<file path="config.mk">
export PLATFORM = sky130hd
export DESIGN_NAME = ildm_monitor
export DESIGN_NICKNAME = d
export VERILOG_FILES = /design/src/ildm_pkg.sv /design/src/ildm_monitor.sv
export SDC_FILE = /design/constraint.sdc
export NUM_CORES = 1
export LEC_CHECK = 0
export BUFFER_PORTS_ARGS = -buffer_cell sky130_fd_sc_hd__buf_2
export CAP_MARGIN = 20
export CORE_MARGIN = 5
export CORE_UTILIZATION = 55
export DETAILED_ROUTE_END_ITERATION = 12
export PLACE_DENSITY_LB_ADDON = 0.2
export SLEW_MARGIN = 20
export SYNTH_ARGS = -nofsm -noshare
export SYNTH_HDL_FRONTEND = slang
export SYNTH_SLANG_ARGS = --single-unit
</file>
<file path="constraint.sdc">
create_clock -name CLK_SYS -period 2.4 [get_ports CLK_SYS]
set_input_delay 0 -clock CLK_SYS [delete_from_list [all_inputs] [get_ports CLK_SYS]]
set_output_delay 0 -clock CLK_SYS [all_outputs]
set_load 0.02 [all_outputs]
</file>
<file path="src/ildm_pkg.sv">
// constants and carrier types for the idle line disconnect monitor
// assumes a single 10 MHz system clock and a simple strobe register port
// Notes on behaviour
// - bytes 9-10 timer, 11-12 poll count
// - timer counts tenths of a second
// - timer starts at data phase; no clear
// - only unproductive autopoll polls count
// - each contiguous unproductive poll decrements counter
// - clear only when timer and counter zero
// - hold disconnect while network response outstanding
// - flush command queue up to status fetch
// - status block: soft error, code 40
// - nine byte setup valid, setting unchanged
// - zero timer disables, poll count only range checked
// - enabled until turned off or reset
package ildm_pkg;
  localparam int unsigned CLK_HZ = 10_000_000;
  localparam int unsigned TICK_MS = 100;
  localparam int unsigned TICK_CYCLES = CLK_HZ / 1000 * TICK_MS;
  localparam logic [7:0] COUNT_FULL = 8'h0D;
  localparam logic [7:0] COUNT_BASIC = 8'h09;
  localparam logic [15:0] VALUE_MAX = 16'h7FFF;
  localparam logic [15:0] CHECK_CODE = 16'h0899;
  localparam logic [7:0] SOFT_CODE = 8'h40;
  localparam int unsigned SOFT_BIT = 0;
  // register indices
  localparam logic [3:0] ADDR_PARAM = 4'h0;
  localparam logic [3:0] ADDR_CMD = 4'h1;
  localparam logic [3:0] ADDR_CTRL = 4'h2;
  localparam logic [3:0] ADDR_STATUS = 4'h3;
  localparam logic [3:0] ADDR_TIMER = 4'h4;
  localparam logic [3:0] ADDR_POLLS = 4'h5;
  localparam logic [3:0] ADDR_EXC = 4'h6;
  localparam logic [3:0] ADDR_IRQ_ST = 4'h7;
  localparam logic [3:0] ADDR_IRQ_MASK = 4'h8;
  localparam logic [3:0] ADDR_CHECK = 4'h9;
  // interrupt bit positions
  localparam int unsigned IRQ_DISC = 0;
  localparam int unsigned IRQ_REJECT = 1;
  localparam int unsigned IRQ_ACCEPT = 2;
  localparam int unsigned IRQ_W = 3;
  // control register bits
  localparam int unsigned CTRL_DATA_PHASE = 0;
  localparam int unsigned CTRL_AUTOPOLL = 1;
  localparam int unsigned CTRL_PRESET = 2;
  typedef struct packed {
    logic poll_done;
    logic poll_productive;
    logic resp_pending;
  } ildm_line_t;
  typedef enum logic [1:0] {
    ST_IDLE = 2'b00,
    ST_WATCH = 2'b01,
    ST_HOLD = 2'b10,
    ST_FLUSH = 2'b11
  } ildm_state_t;
endpackage : ildm_pkg

</file>
<file path="src/ildm_monitor.sv">
// idle line disconnect monitor: setup parsing, free period timer, poll counter
// assumes line events are synchronous one-cycle pulses from the link logic
//
// Local design decisions: the plain strobed port and the register offsets.
module ildm_monitor
  import ildm_pkg::*;
#(
  parameter int unsigned TICK_LEN = TICK_CYCLES
) (
  input wire logic CLK_SYS,
  input wire logic RESET_N,
  input wire logic [3:0] ADDR,
  input wire logic [31:0] WDATA,
  input wire logic WR,
  input wire logic RD,
  output logic [31:0] RDATA,
  input wire ildm_line_t LINE,
  input wire logic QUEUE_AT_FETCH,
  output logic FLUSH,
  output logic DISCONNECT,
  output logic IRQ
);
  // parameter byte buffer and setup state
  logic [7:0] pbuf [0:12];
  logic [7:0] pcount;
  logic enabled;
  logic [15:0] timer_set;
  logic [15:0] polls_set;
  logic [15:0] timer;
  logic [15:0] polls;
  logic [31:0] tick_cnt;
  logic [2:0] ctrl;
  logic [IRQ_W-1:0] irq_st;
  logic [IRQ_W-1:0] irq_mask;
  logic [7:0] exc0;
  logic [7:0] exc1;
  logic [15:0] check;
  ildm_state_t state;
  ildm_state_t next_state;

  function automatic logic [15:0] pair(input logic [7:0] hi, input logic [7:0] lo);
    pair = {hi, lo};
  endfunction : pair

  // decode of the register port
  wire wr_param = WR && (ADDR == ADDR_PARAM);
  wire wr_cmd = WR && (ADDR == ADDR_CMD);
  wire wr_ctrl = WR && (ADDR == ADDR_CTRL);
  wire wr_irq_st = WR && (ADDR == ADDR_IRQ_ST);
  wire wr_irq_mask = WR && (ADDR == ADDR_IRQ_MASK);
  wire program_reset = wr_ctrl && WDATA[CTRL_PRESET];
  wire data_phase = ctrl[CTRL_DATA_PHASE];
  wire autopoll = ctrl[CTRL_AUTOPOLL];

  // setup command evaluation
  wire [15:0] new_timer = pair(pbuf[9], pbuf[10]);
  wire [15:0] new_polls = pair(pbuf[11], pbuf[12]);
  wire is_basic = (pcount == COUNT_BASIC);
  wire is_full = (pcount == COUNT_FULL);
  wire has_timer = (pcount >= 8'h0B);
  wire timer_zero = has_timer && (new_timer == 16'h0000);
  wire bad_value = (has_timer && (new_timer > VALUE_MAX))
    || (is_full && (new_polls > VALUE_MAX));
  wire bad_pair = has_timer && !timer_zero && (!is_full || new_polls == 16'h0000);
  wire bad_len = !is_basic && !has_timer;
  wire reject = wr_cmd && (bad_value || bad_pair || bad_len);
  wire accept = wr_cmd && !reject;
  wire set_on = accept && is_full && !timer_zero;
  wire set_off = accept && timer_zero;

  // tick prescaler and counting events
  wire tick = (tick_cnt == TICK_LEN - 1);
  wire poll_bad = LINE.poll_done && !LINE.poll_productive && autopoll;
  wire poll_good = LINE.poll_done && LINE.poll_productive;
  wire both_zero = (timer == 16'h0000) && (polls == 16'h0000);

  // disconnect sequencing
  always_comb begin
    next_state = state;
    case (state)
      ST_IDLE: begin
        if (enabled && data_phase) begin
          next_state = ST_WATCH;
        end
      end
      ST_WATCH: begin
        if (!enabled || !data_phase) begin
          next_state = ST_IDLE;
        end else if (both_zero) begin
          next_state = ST_HOLD;
        end
      end
      ST_HOLD: begin
        if (!LINE.resp_pending) begin
          next_state = ST_FLUSH;
        end
      end
      ST_FLUSH: begin
        if (QUEUE_AT_FETCH) begin
          next_state = ST_IDLE;
        end
      end
      default: next_state = ST_IDLE;
    endcase
  end

  always_ff @(posedge CLK_SYS or negedge RESET_N) begin
    if (!RESET_N) begin
      state <= ST_IDLE;
    end else begin
      state <= next_state;
    end
  end

  // parameter byte capture; a setup write restarts the byte count
  always_ff @(posedge CLK_SYS or negedge RESET_N) begin
    if (!RESET_N) begin
      pcount <= 8'h00;
      for (int i = 0; i <= 12; i++) begin
        pbuf[i] <= 8'h00;
      end
    end else if (wr_cmd) begin
      pcount <= 8'h00;
    end else if (wr_param && pcount < COUNT_FULL) begin
      pbuf[pcount[3:0]] <= WDATA[7:0];
      pcount <= pcount + 8'h01;
    end
  end

  // enable setting persists until switched off or reset
  always_ff @(posedge CLK_SYS or negedge RESET_N) begin
    if (!RESET_N) begin
      enabled <= 1'b0;
      timer_set <= 16'h0000;
      polls_set <= 16'h0000;
    end else if (program_reset || set_off) begin
      enabled <= 1'b0;
    end else if (set_on) begin
      enabled <= 1'b1;
      timer_set <= new_timer;
      polls_set <= new_polls;
    end
  end

  // prescaler for tenth second steps
  always_ff @(posedge CLK_SYS or negedge RESET_N) begin
    if (!RESET_N) begin
      tick_cnt <= 32'h0000_0000;
    end else if (state != ST_WATCH || tick) begin
      tick_cnt <= 32'h0000_0000;
    end else begin
      tick_cnt <= tick_cnt + 32'h0000_0001;
    end
  end

  // free period timer and poll counter
  always_ff @(posedge CLK_SYS or negedge RESET_N) begin
    if (!RESET_N) begin
      timer <= 16'h0000;
      polls <= 16'h0000;
    end else if (state == ST_IDLE) begin
      timer <= timer_set;
      polls <= polls_set;
    end else if (state == ST_WATCH) begin
      if (tick && timer != 16'h0000) begin
        timer <= timer - 16'h0001;
      end
      if (poll_good) begin
        polls <= polls_set;
      end else if (poll_bad && polls != 16'h0000) begin
        polls <= polls - 16'h0001;
      end
    end
  end

  // control, status block bytes and outputs
  always_ff @(posedge CLK_SYS or negedge RESET_N) begin
    if (!RESET_N) begin
      ctrl <= 3'b000;
      exc0 <= 8'h00;
      exc1 <= 8'h00;
      check <= 16'h0000;
      FLUSH <= 1'b0;
      DISCONNECT <= 1'b0;
    end else begin
      if (wr_ctrl) begin
        ctrl <= {1'b0, WDATA[CTRL_AUTOPOLL:CTRL_DATA_PHASE]};
      end
      if (reject) begin
        check <= CHECK_CODE;
      end else if (accept) begin
        check <= 16'h0000;
      end
      if (state == ST_HOLD && next_state == ST_FLUSH) begin
        exc0 <= 8'h01 << SOFT_BIT;
        exc1 <= SOFT_CODE;
      end
      FLUSH <= (next_state == ST_FLUSH);
      DISCONNECT <= (state == ST_HOLD && next_state == ST_FLUSH);
    end
  end

  // sticky interrupt status, set wins over write-one-to-clear
  wire [IRQ_W-1:0] irq_ev = {accept, reject, state == ST_HOLD && next_state == ST_FLUSH};
  wire [IRQ_W-1:0] irq_clr = wr_irq_st ? WDATA[IRQ_W-1:0] : '0;
  always_ff @(posedge CLK_SYS or negedge RESET_N) begin
    if (!RESET_N) begin
      irq_st <= '0;
      irq_mask <= '0;
      IRQ <= 1'b0;
    end else begin
      irq_st <= (irq_st & ~irq_clr) | irq_ev;
      if (wr_irq_mask) begin
        irq_mask <= WDATA[IRQ_W-1:0];
      end
      IRQ <= |(((irq_st & ~irq_clr) | irq_ev) & irq_mask);
    end
  end

  // read data, one cycle after the read strobe
  wire [31:0] rd_mux =
    (ADDR == ADDR_CTRL) ? {29'h0, ctrl} :
    (ADDR == ADDR_STATUS) ? {21'h0, pcount, enabled, state} :
    (ADDR == ADDR_TIMER) ? {16'h0, timer} :
    (ADDR == ADDR_POLLS) ? {16'h0, polls} :
    (ADDR == ADDR_EXC) ? {16'h0, exc1, exc0} :
    (ADDR == ADDR_IRQ_ST) ? {29'h0, irq_st} :
    (ADDR == ADDR_IRQ_MASK) ? {29'h0, irq_mask} :
    (ADDR == ADDR_CHECK) ? {16'h0, check} : 32'h0000_0000;
  always_ff @(posedge CLK_SYS or negedge RESET_N) begin
    if (!RESET_N) begin
      RDATA <= 32'h0000_0000;
    end else begin
      RDATA <= RD ? rd_mux : 32'h0000_0000;
    end
  end

  // checks
  AST_NO_EARLY_CLEAR: assert property (@(posedge CLK_SYS) disable iff (!RESET_N)
    (state == ST_WATCH && timer != 16'h0000) |=> !DISCONNECT)
    else $error("disconnect while free period running");
  AST_BOTH_ZERO: assert property (@(posedge CLK_SYS) disable iff (!RESET_N)
    DISCONNECT |-> (timer == 16'h0000 && polls == 16'h0000))
    else $error("disconnect before both counts ran out");
  AST_RESP_HOLD: assert property (@(posedge CLK_SYS) disable iff (!RESET_N)
    (state == ST_HOLD && LINE.resp_pending) |=> !DISCONNECT)
    else $error("disconnect with response outstanding");
  AST_EXC_CODE: assert property (@(posedge CLK_SYS) disable iff (!RESET_N)
    DISCONNECT |-> (exc1 == SOFT_CODE && exc0[SOFT_BIT]))
    else $error("status block bytes wrong after disconnect");
  AST_REJECT_CODE: assert property (@(posedge CLK_SYS) disable iff (!RESET_N)
    reject |=> check == CHECK_CODE)
    else $error("rejected setup without check code");
  AST_BASIC_KEEP: assert property (@(posedge CLK_SYS) disable iff (!RESET_N)
    (wr_cmd && is_basic && !wr_ctrl) |=> $stable(enabled))
    else $error("basic setup changed the enable");
  AST_POLL_DEC: assert property (@(posedge CLK_SYS) disable iff (!RESET_N)
    (state == ST_WATCH && next_state == ST_WATCH && poll_bad && !poll_good
     && polls != 16'h0000) |=> polls == $past(polls) - 16'h0001)
    else $error("poll counter did not step down");
  AST_POLL_RELOAD: assert property (@(posedge CLK_SYS) disable iff (!RESET_N)
    (state == ST_WATCH && poll_good) |=> polls == polls_set)
    else $error("productive poll did not reload counter");
  AST_ZERO_OFF: assert property (@(posedge CLK_SYS) disable iff (!RESET_N)
    set_off |=> !enabled)
    else $error("zero free period left the monitor on");

  // contiguous unproductive poll run, kept apart from the poll counter
  logic [15:0] bad_run;
  logic [15:0] run_base;
  always_ff @(posedge CLK_SYS or negedge RESET_N) begin
    if (!RESET_N) begin
      bad_run <= 16'h0000;
      run_base <= 16'h0000;
    end else if (state != ST_WATCH || poll_good) begin
      bad_run <= 16'h0000;
      run_base <= polls_set;
    end else if (poll_bad && bad_run != run_base) begin
      bad_run <= bad_run + 16'h0001;
    end
  end

  // counter plus run length equals the loaded count while watching
  AST_RUN_MATCH: assert property (@(posedge CLK_SYS) disable iff (!RESET_N)
    (state == ST_WATCH) |-> (polls + bad_run == run_base))
    else $error("poll counter out of step with unproductive run");

  // flush stands until the queue head reaches the status fetch
  AST_FLUSH_HOLD: assert property (@(posedge CLK_SYS) disable iff (!RESET_N)
    (state == ST_FLUSH && !QUEUE_AT_FETCH) |=> FLUSH)
    else $error("flush dropped before status fetch");

  // flush ends once the status fetch is at the head
  AST_FLUSH_END: assert property (@(posedge CLK_SYS) disable iff (!RESET_N)
    (state == ST_FLUSH && QUEUE_AT_FETCH) |=> !FLUSH)
    else $error("flush kept after status fetch");

  // disconnect is a single pulse
  AST_DISC_PULSE: assert property (@(posedge CLK_SYS) disable iff (!RESET_N)
    DISCONNECT |=> !DISCONNECT)
    else $error("disconnect longer than one cycle");

  // free period timer only moves on a tick while watching
  AST_TIMER_HOLD: assert property (@(posedge CLK_SYS) disable iff (!RESET_N)
    (state == ST_WATCH && !tick) |=> timer == $past(timer))
    else $error("timer moved without a tick");

  // one step down per tick while running
  AST_TIMER_STEP: assert property (@(posedge CLK_SYS) disable iff (!RESET_N)
    (state == ST_WATCH && tick && timer != 16'h0000) |=> timer == $past(timer) - 16'h0001)
    else $error("timer did not step on a tick");

  // prescaler stays inside one tenth second period
  AST_TICK_RANGE: assert property (@(posedge CLK_SYS) disable iff (!RESET_N)
    tick_cnt < TICK_LEN)
    else $error("prescaler past its period");

  // counts start from the programmed values at data phase
  AST_WATCH_LOAD: assert property (@(posedge CLK_SYS) disable iff (!RESET_N)
    (state == ST_IDLE && next_state == ST_WATCH && !wr_cmd)
    |=> (timer == timer_set && polls == polls_set))
    else $error("counts not loaded at data phase");

  // unproductive polls outside autopoll leave the counter alone
  AST_ONLY_AUTOPOLL: assert property (@(posedge CLK_SYS) disable iff (!RESET_N)
    (state == ST_WATCH && LINE.poll_done && !LINE.poll_productive && !autopoll)
    |=> polls == $past(polls))
    else $error("poll outside autopoll was counted");

  // outstanding response keeps the line up
  AST_HOLD_WAIT: assert property (@(posedge CLK_SYS) disable iff (!RESET_N)
    (state == ST_HOLD && LINE.resp_pending) |=> state == ST_HOLD)
    else $error("left hold with response outstanding");

  // program reset switches the monitor off
  AST_OFF_RESET: assert property (@(posedge CLK_SYS) disable iff (!RESET_N)
    program_reset |=> !enabled)
    else $error("program reset left the monitor on");

  // disconnect status bit stays until written with a one
  AST_IRQ_STICKY: assert property (@(posedge CLK_SYS) disable iff (!RESET_N)
    (irq_st[IRQ_DISC] && !(wr_irq_st && WDATA[IRQ_DISC])) |=> irq_st[IRQ_DISC])
    else $error("sticky status bit lost");

  // read data is zero outside the cycle after a read
  AST_RDATA_IDLE: assert property (@(posedge CLK_SYS) disable iff (!RESET_N)
    !RD |=> RDATA == 32'h0000_0000)
    else $error("read data outside read cycle");
endmodule : ildm_monitor

</file>
# Word-level counts from Yosys, hierarchy flattened
# Index checks and enable logic that the tools add are counted.
# word_totals
reg_bits,255
inputBits,44
out_inout_bits,35
elab_cells,158
# op_classes
n_addsub,4
n_lt_le_gt_ge,6
eq_ne,17
muxes,33
bitwise,7
reduce_logical,61
# ops
operator,count
$mux W16,18
$bwmux W104,1
$logic_not A16 Y1,4
$add A32 B1 Y32 const B,1
$demux W8 S4,1
$eq A32 B20 Y1 const B,1
$gt A16 B15 Y1 const B,2
$mux W32,1
$reduce_bool A16 Y1,2
$sub A16 B1 Y16 const B,2
$logic_and A1 B1 Y1,27
$mux W8,3
$eq A4 B3 Y1 const B,4
$eq A8 B4 Y1 const B,2
$mux W2,5
$reduce_bool A2 Y1,5
$add A8 B1 Y8 const B,1
$eq A4 B2 Y1 const B,2
$eq A4 B4 Y1 const B,2
$ge A8 B4 Y1 const B,1
$logic_not A1 Y1,8
$lt A8 B4 Y1 const B,1
$pmux W2 S4,1
$reduce_and A2 Y1,4
18 further kinds,29

# Logic depth before layout (Yosys ltp)
# depth
ltp_word,14
depth_mapped,8
mapped_depth_nobuf,7

# Least setup slack after synthesis
# OpenSTA, ideal clock, no wires.
# synth_timing
path_type,register to register
from,reg pcount[1]
to,reg polls_set[10]
setup_ns,0.125
arrival_ns,2.068
required_ns,2.275
path_slack_ns,0.208
stages_incl_launch_ff,8
synth_period_minus_slack_ns,2.192
cell_sequence,dfrtp_1 > inv_1 > ha_1 > a311oi_1 > o21ai_1 > nor3b_2 > buf_4 > mux2_2
# synth_via
elab_chain_len,14
word_cells_on_any_way,26
# synth_lines
element,line,rtl
start: declaration,ildm_monitor.sv:25,logic [7:0] pcount;
start signal: assignment,ildm_monitor.sv:126,pcount <= pcount + 8'h01;
$ge A8 B4 Y1,ildm_monitor.sv:60,wire has_timer = (pcount >= 8'h0B);
$logic_and A1 B1 Y1,ildm_monitor.sv:61,wire timer_zero = has_timer && (new_timer == 16'h0000);
$logic_not A1 Y1,"ildm_monitor.sv:64, ildm_monitor.sv:68",
$logic_and A1 B1 Y1 (2 in a row),ildm_monitor.sv:64,wire bad_pair = has_timer && !timer_zero && (!is_full || new_polls == 16'h0000);
$logic_or A1 B1 Y1 (2 in a row),ildm_monitor.sv:66,wire reject = wr_cmd && (bad_value || bad_pair || bad_len);
$logic_and A1 B1 Y1,ildm_monitor.sv:66,
$logic_not A1 Y1,ildm_monitor.sv:67,wire accept = wr_cmd && !reject;
$logic_and A1 B1 Y1,ildm_monitor.sv:67,
$logic_and A1 B1 Y1,ildm_monitor.sv:69,wire set_off = accept && timer_zero;
$logic_or A1 B1 Y1,ildm_monitor.sv:136,end else if (program_reset || set_off) begin
$not A1 Y1 (no line),n/a,
$reduce_and A2 Y1 (no line) *,n/a,
end signal: assignment,ildm_monitor.sv:141,polls_set <= new_polls;
end: declaration,ildm_monitor.sv:28,logic [15:0] polls_set;
# Mark *: on every way between the ends. The rest lies on a longest branch, timed or not.
# A chain may end at the register's enable or synchronous reset.

# Final worst setup path
# layout_timing
from,reg tick_cnt[10]
to,reg timer[1]
# layout_via
elab_chain_len,4
# layout_lines
element,line,rtl
start: declaration,ildm_monitor.sv:31,logic [31:0] tick_cnt;
start signal: assignment,ildm_monitor.sv:152,tick_cnt <= tick_cnt + 32'h0000_0001;
$eq A32 B20 Y1,ildm_monitor.sv:72,wire tick = (tick_cnt == TICK_LEN - 1);
$logic_and A1 B1 Y1,ildm_monitor.sv:165,if (tick && timer != 16'h0000) begin
$reduce_bool A2 Y1 (no line),n/a,
$reduce_and A2 Y1 (no line),n/a,
end signal: assignment,ildm_monitor.sv:162,timer <= timer_set;
end signal: assignment,ildm_monitor.sv:166,timer <= timer - 16'h0001;
end: declaration,ildm_monitor.sv:29,logic [15:0] timer;
# No other way between the ends.

==> metrics <==
result of the run finished, final reports clean; final setup skew 0.00594 ns; area share of fa/ha/maj cells after synthesis 0.0144; multiplexer area fraction after synthesis 0.0953; cell depth of the worst flop-to-flop path 6; gate count after technology mapping 832; buffers and inverters on the worst path 1; DIE WIDTH 136 µm; Detailed Place HPWL 16.9 mm; share of flip-flops with an asynchronous set or reset after synthesis 1.00; maximum number of pins on one net before global-route repair 71; global-route congestion overflow total 0; post-synthesis compound-gate area fraction 0.132; Yosys warning count 0; end of the worst register-to-register path timer[1]; xor and xnor area share after synthesis 0.0303; Final Hold Fails 0; flops & latches, synth 168; number of I/O port buffers 38; Design Area, Final 10200 µm²; routed wire length per instance 20.5 µm; DR vias/cell 6.30; antenna cell count 0; distinct cell type count after synthesis 79; CP endpoint kind flip-flop; worst setup slack for register-to-register paths 0.06 ns; worst path required time 2.71 ns; final number of setup-violating endpoints 0; Final Wtd Congestion 0.919; worst-margin pin slew 0.625 ns; Global Route Usage Sum 0.263; power density relative to cell area 751 nW/µm²; initial cell density of the core 0.566; Post-synth EDFFs 0; number of H-tree branching levels 4; final-layout fill cell count 1199; worst voltage drop across the vdd grid 617 µV; Most used DFF post-synth sky130_fd_sc_hd__dfrtp_1; dominant combinational cell family by area after synthesis simple AND/OR/NAND/NOR gates; data arrival at the endpoint of the critical path 2.65 ns; die area 18400 µm²; area added between synthesis and finish 17.6%; Min-Delay Path Class in2reg; floorplan die height 136 µm; share of layout cells above drive strength 1 0.217; most frequent cells in the layout sky130_fd_sc_hd__dfrtp_1 (168), sky130_fd_sc_hd__nor2_1 (86), sky130_fd_sc_hd__buf_4 (63); total I/O pin count 79; mean instance size in the synthesized netlist 10.4 µm²; number of nets still failing antenna checks after routing 0; reg-to-reg critical path startpoint tick_cnt[10]; Worst Setup Slack, final 0.0594 ns; critical path's slowest cell sky130_fd_sc_hd__a2111o_1; total CTS buffers 17; sequential-to-total area share from yosys stat 0.485; setup total negative slack 0 ns; Final Slew Violations 0; critical path depth in cells 6; vias in the first global route 6983; Worst-path clk slew 0.07 ns; worst-case headroom to the max-slew limit 0.580; layout net count 979; clock root cell sky130_fd_sc_hd__clkbuf_16; Skew-Pair Late Insertion Delay 0.43 ns; Post-Place Worst Slack 0.0765 ns; number of sinks handled by clock tree synthesis 168; Final min period 2.34 ns; Max Root-Sink Buffers 2; number of vias in the routed layout 7234; wire length of the first global-routing pass 38.0 mm; max capacitance violation total 0; launch point of the worst path tick_cnt[10]; CTS tree built; number of antenna violations at the first check in global routing 0; detailed-route DRC error count 0; synthesized area 8660 µm²; detailed-router iteration count before antenna repair 7; DRC violation total after the first TritonRoute iteration 767; final wirelength 23.5 mm; highest attainable clock frequency 427 MHz; Simple-Gate Fraction of Synth Area 0.199; element type at the critical path start flip-flop; placed cell area 9380 µm²; static leakage 4.67 nW; critical path's largest stage delay 0.45 ns; WS Path Type reg2reg; Crit path max-delay family simple AND/OR/NAND/NOR gates; last element of the critical path timer[1]; final cycle utilization of the critical path 0.975; most common cell after layout, fill and taps aside sky130_fd_sc_hd__dfrtp_1; crit-path max FO 5; Std-Cell Rows 45; critical-path cell list nor4_1, nand4_1, a2111o_1, buf_4, or4_1, o311ai_0; Core Area 15300 µm²
[through the flow]
stage                     hold WS [ns]  instances  total power, W  utilization
after floorplan                 -0.296        847         0.00423            -
after global placement         -0.0260       1100         0.00477        0.613
after detailed placement       -0.0156       1100         0.00483        0.613
after CTS                       0.0113       1146         0.00762        0.661
after global routing            0.0458       1149         0.00796        0.665
final                           0.0322       1149         0.00765        0.665
[logic make-up after synthesis]
family,Yosys count
compound gates,154
xor+xnor,30
fa+ha+maj,10
buf+inv,77
flops,168
mux,74
other cells,1
simple gates,318
[worst min-delay path by stage]
stage	startpoint	end	slack, ns	cells after the start
6_report	WDATA[2]	new_timer[10]	0.03	2
3_5_place_dp	RESET_N	RDATA[5]	-0.02	1
3_3_place_gp	RESET_N	RDATA[5]	-0.03	1
5_1_grt	WDATA[2]	new_timer[10]	0.05	2
4_1_cts	WDATA[2]	new_timer[10]	0.01	2
2_1_floorplan	RESET_N	DISCONNECT	-0.30	0
[sequential cells by signal, indices dropped and copies added (netlist names)]
name        count
ctrl            2
check           1
IRQ             1
new_polls      16
timer          16
irq_st          3
polls_set      16
new_timer      16
DISCONNECT      1
pcount          8
irq_mask        3
tick_cnt       32
state           2
timer_set      16
RDATA          16
FLUSH           1
enabled         1
polls          16
exc1            1
[synthesized netlist by cell type (10+ instances only)]
cell type	count	share of area
sky130_fd_sc_hd__clkbuf_1	27	0.012
sky130_fd_sc_hd__and3_1	11	0.0079
sky130_fd_sc_hd__nor4_1	25	0.018
sky130_fd_sc_hd__xor2_1	24	0.024
sky130_fd_sc_hd__o32a_1	10	0.012
sky130_fd_sc_hd__nand4_1	21	0.015
sky130_fd_sc_hd__buf_4	21	0.018
sky130_fd_sc_hd__nand2_1	42	0.018
sky130_fd_sc_hd__a31oi_1	20	0.014
sky130_fd_sc_hd__a22o_1	11	0.011
sky130_fd_sc_hd__mux2_2	48	0.062
sky130_fd_sc_hd__a22oi_1	14	0.012
sky130_fd_sc_hd__mux2_1	20	0.026
sky130_fd_sc_hd__inv_1	18	0.0078
sky130_fd_sc_hd__dfrtp_1	168	0.49
sky130_fd_sc_hd__nand3_1	31	0.018
sky130_fd_sc_hd__a21oi_1	20	0.012
sky130_fd_sc_hd__nor2_1	86	0.037
sky130_fd_sc_hd__o21ai_0	13	0.0075
sky130_fd_sc_hd__ha_1	10	0.014
sky130_fd_sc_hd__nor3_1	22	0.013
[timing repair]
action / CTS / global route
hold buffers: 14 / 0
setup buffers: 0 / 2
resized for setup: 0 / 6
hold endpoints to repair: 131 / 0
setup endpoints to repair: 0 / 37
[power breakdown]
part | leakage (nW) | switching, W | internal (W)
clock | 0.291 | 0.00115 | 0.00163
combinational | 2.08 | 0.000992 | 0.000624
sequential | 2.30 | 0.000242 | 0.00301
total | 4.67 | 0.00238 | 0.00527
[metal layers]
layer | track usage | vias up | wire, µm
met5 | 0 | - | 0
met1 | 0.381 | 3536 | 10200
met3 | 0.0509 | 57 | 1920
met4 | 0.0901 | 0 | 632
li1 | - | 3262 | -
met2 | 0.397 | 379 | 10700
[worst register-to-register path, cell delays in order (launching register included)]
cell	delay, ns
sky130_fd_sc_hd__dfrtp_1	0.41
sky130_fd_sc_hd__nor4_1	0.34
sky130_fd_sc_hd__nand4_1	0.30
sky130_fd_sc_hd__a2111o_1	0.45
sky130_fd_sc_hd__buf_4	0.18
sky130_fd_sc_hd__or4_1	0.41
sky130_fd_sc_hd__o311ai_0	0.12
[final cells by class]
type	instances	area (µm²)	share of cell area
Tap cell	211	264	0.0259
Clock buffer	20	467	0.0458
Timing Repair Buffer	117	850	0.0834
Inverter	18	67.6	0.00663
Clock inverter	12	139	0.0136
Multi-Input combinational cell	603	4200	0.412
Sequential cell	168	4200	0.413
Note: power is estimated with default switching activity, not from simulation.
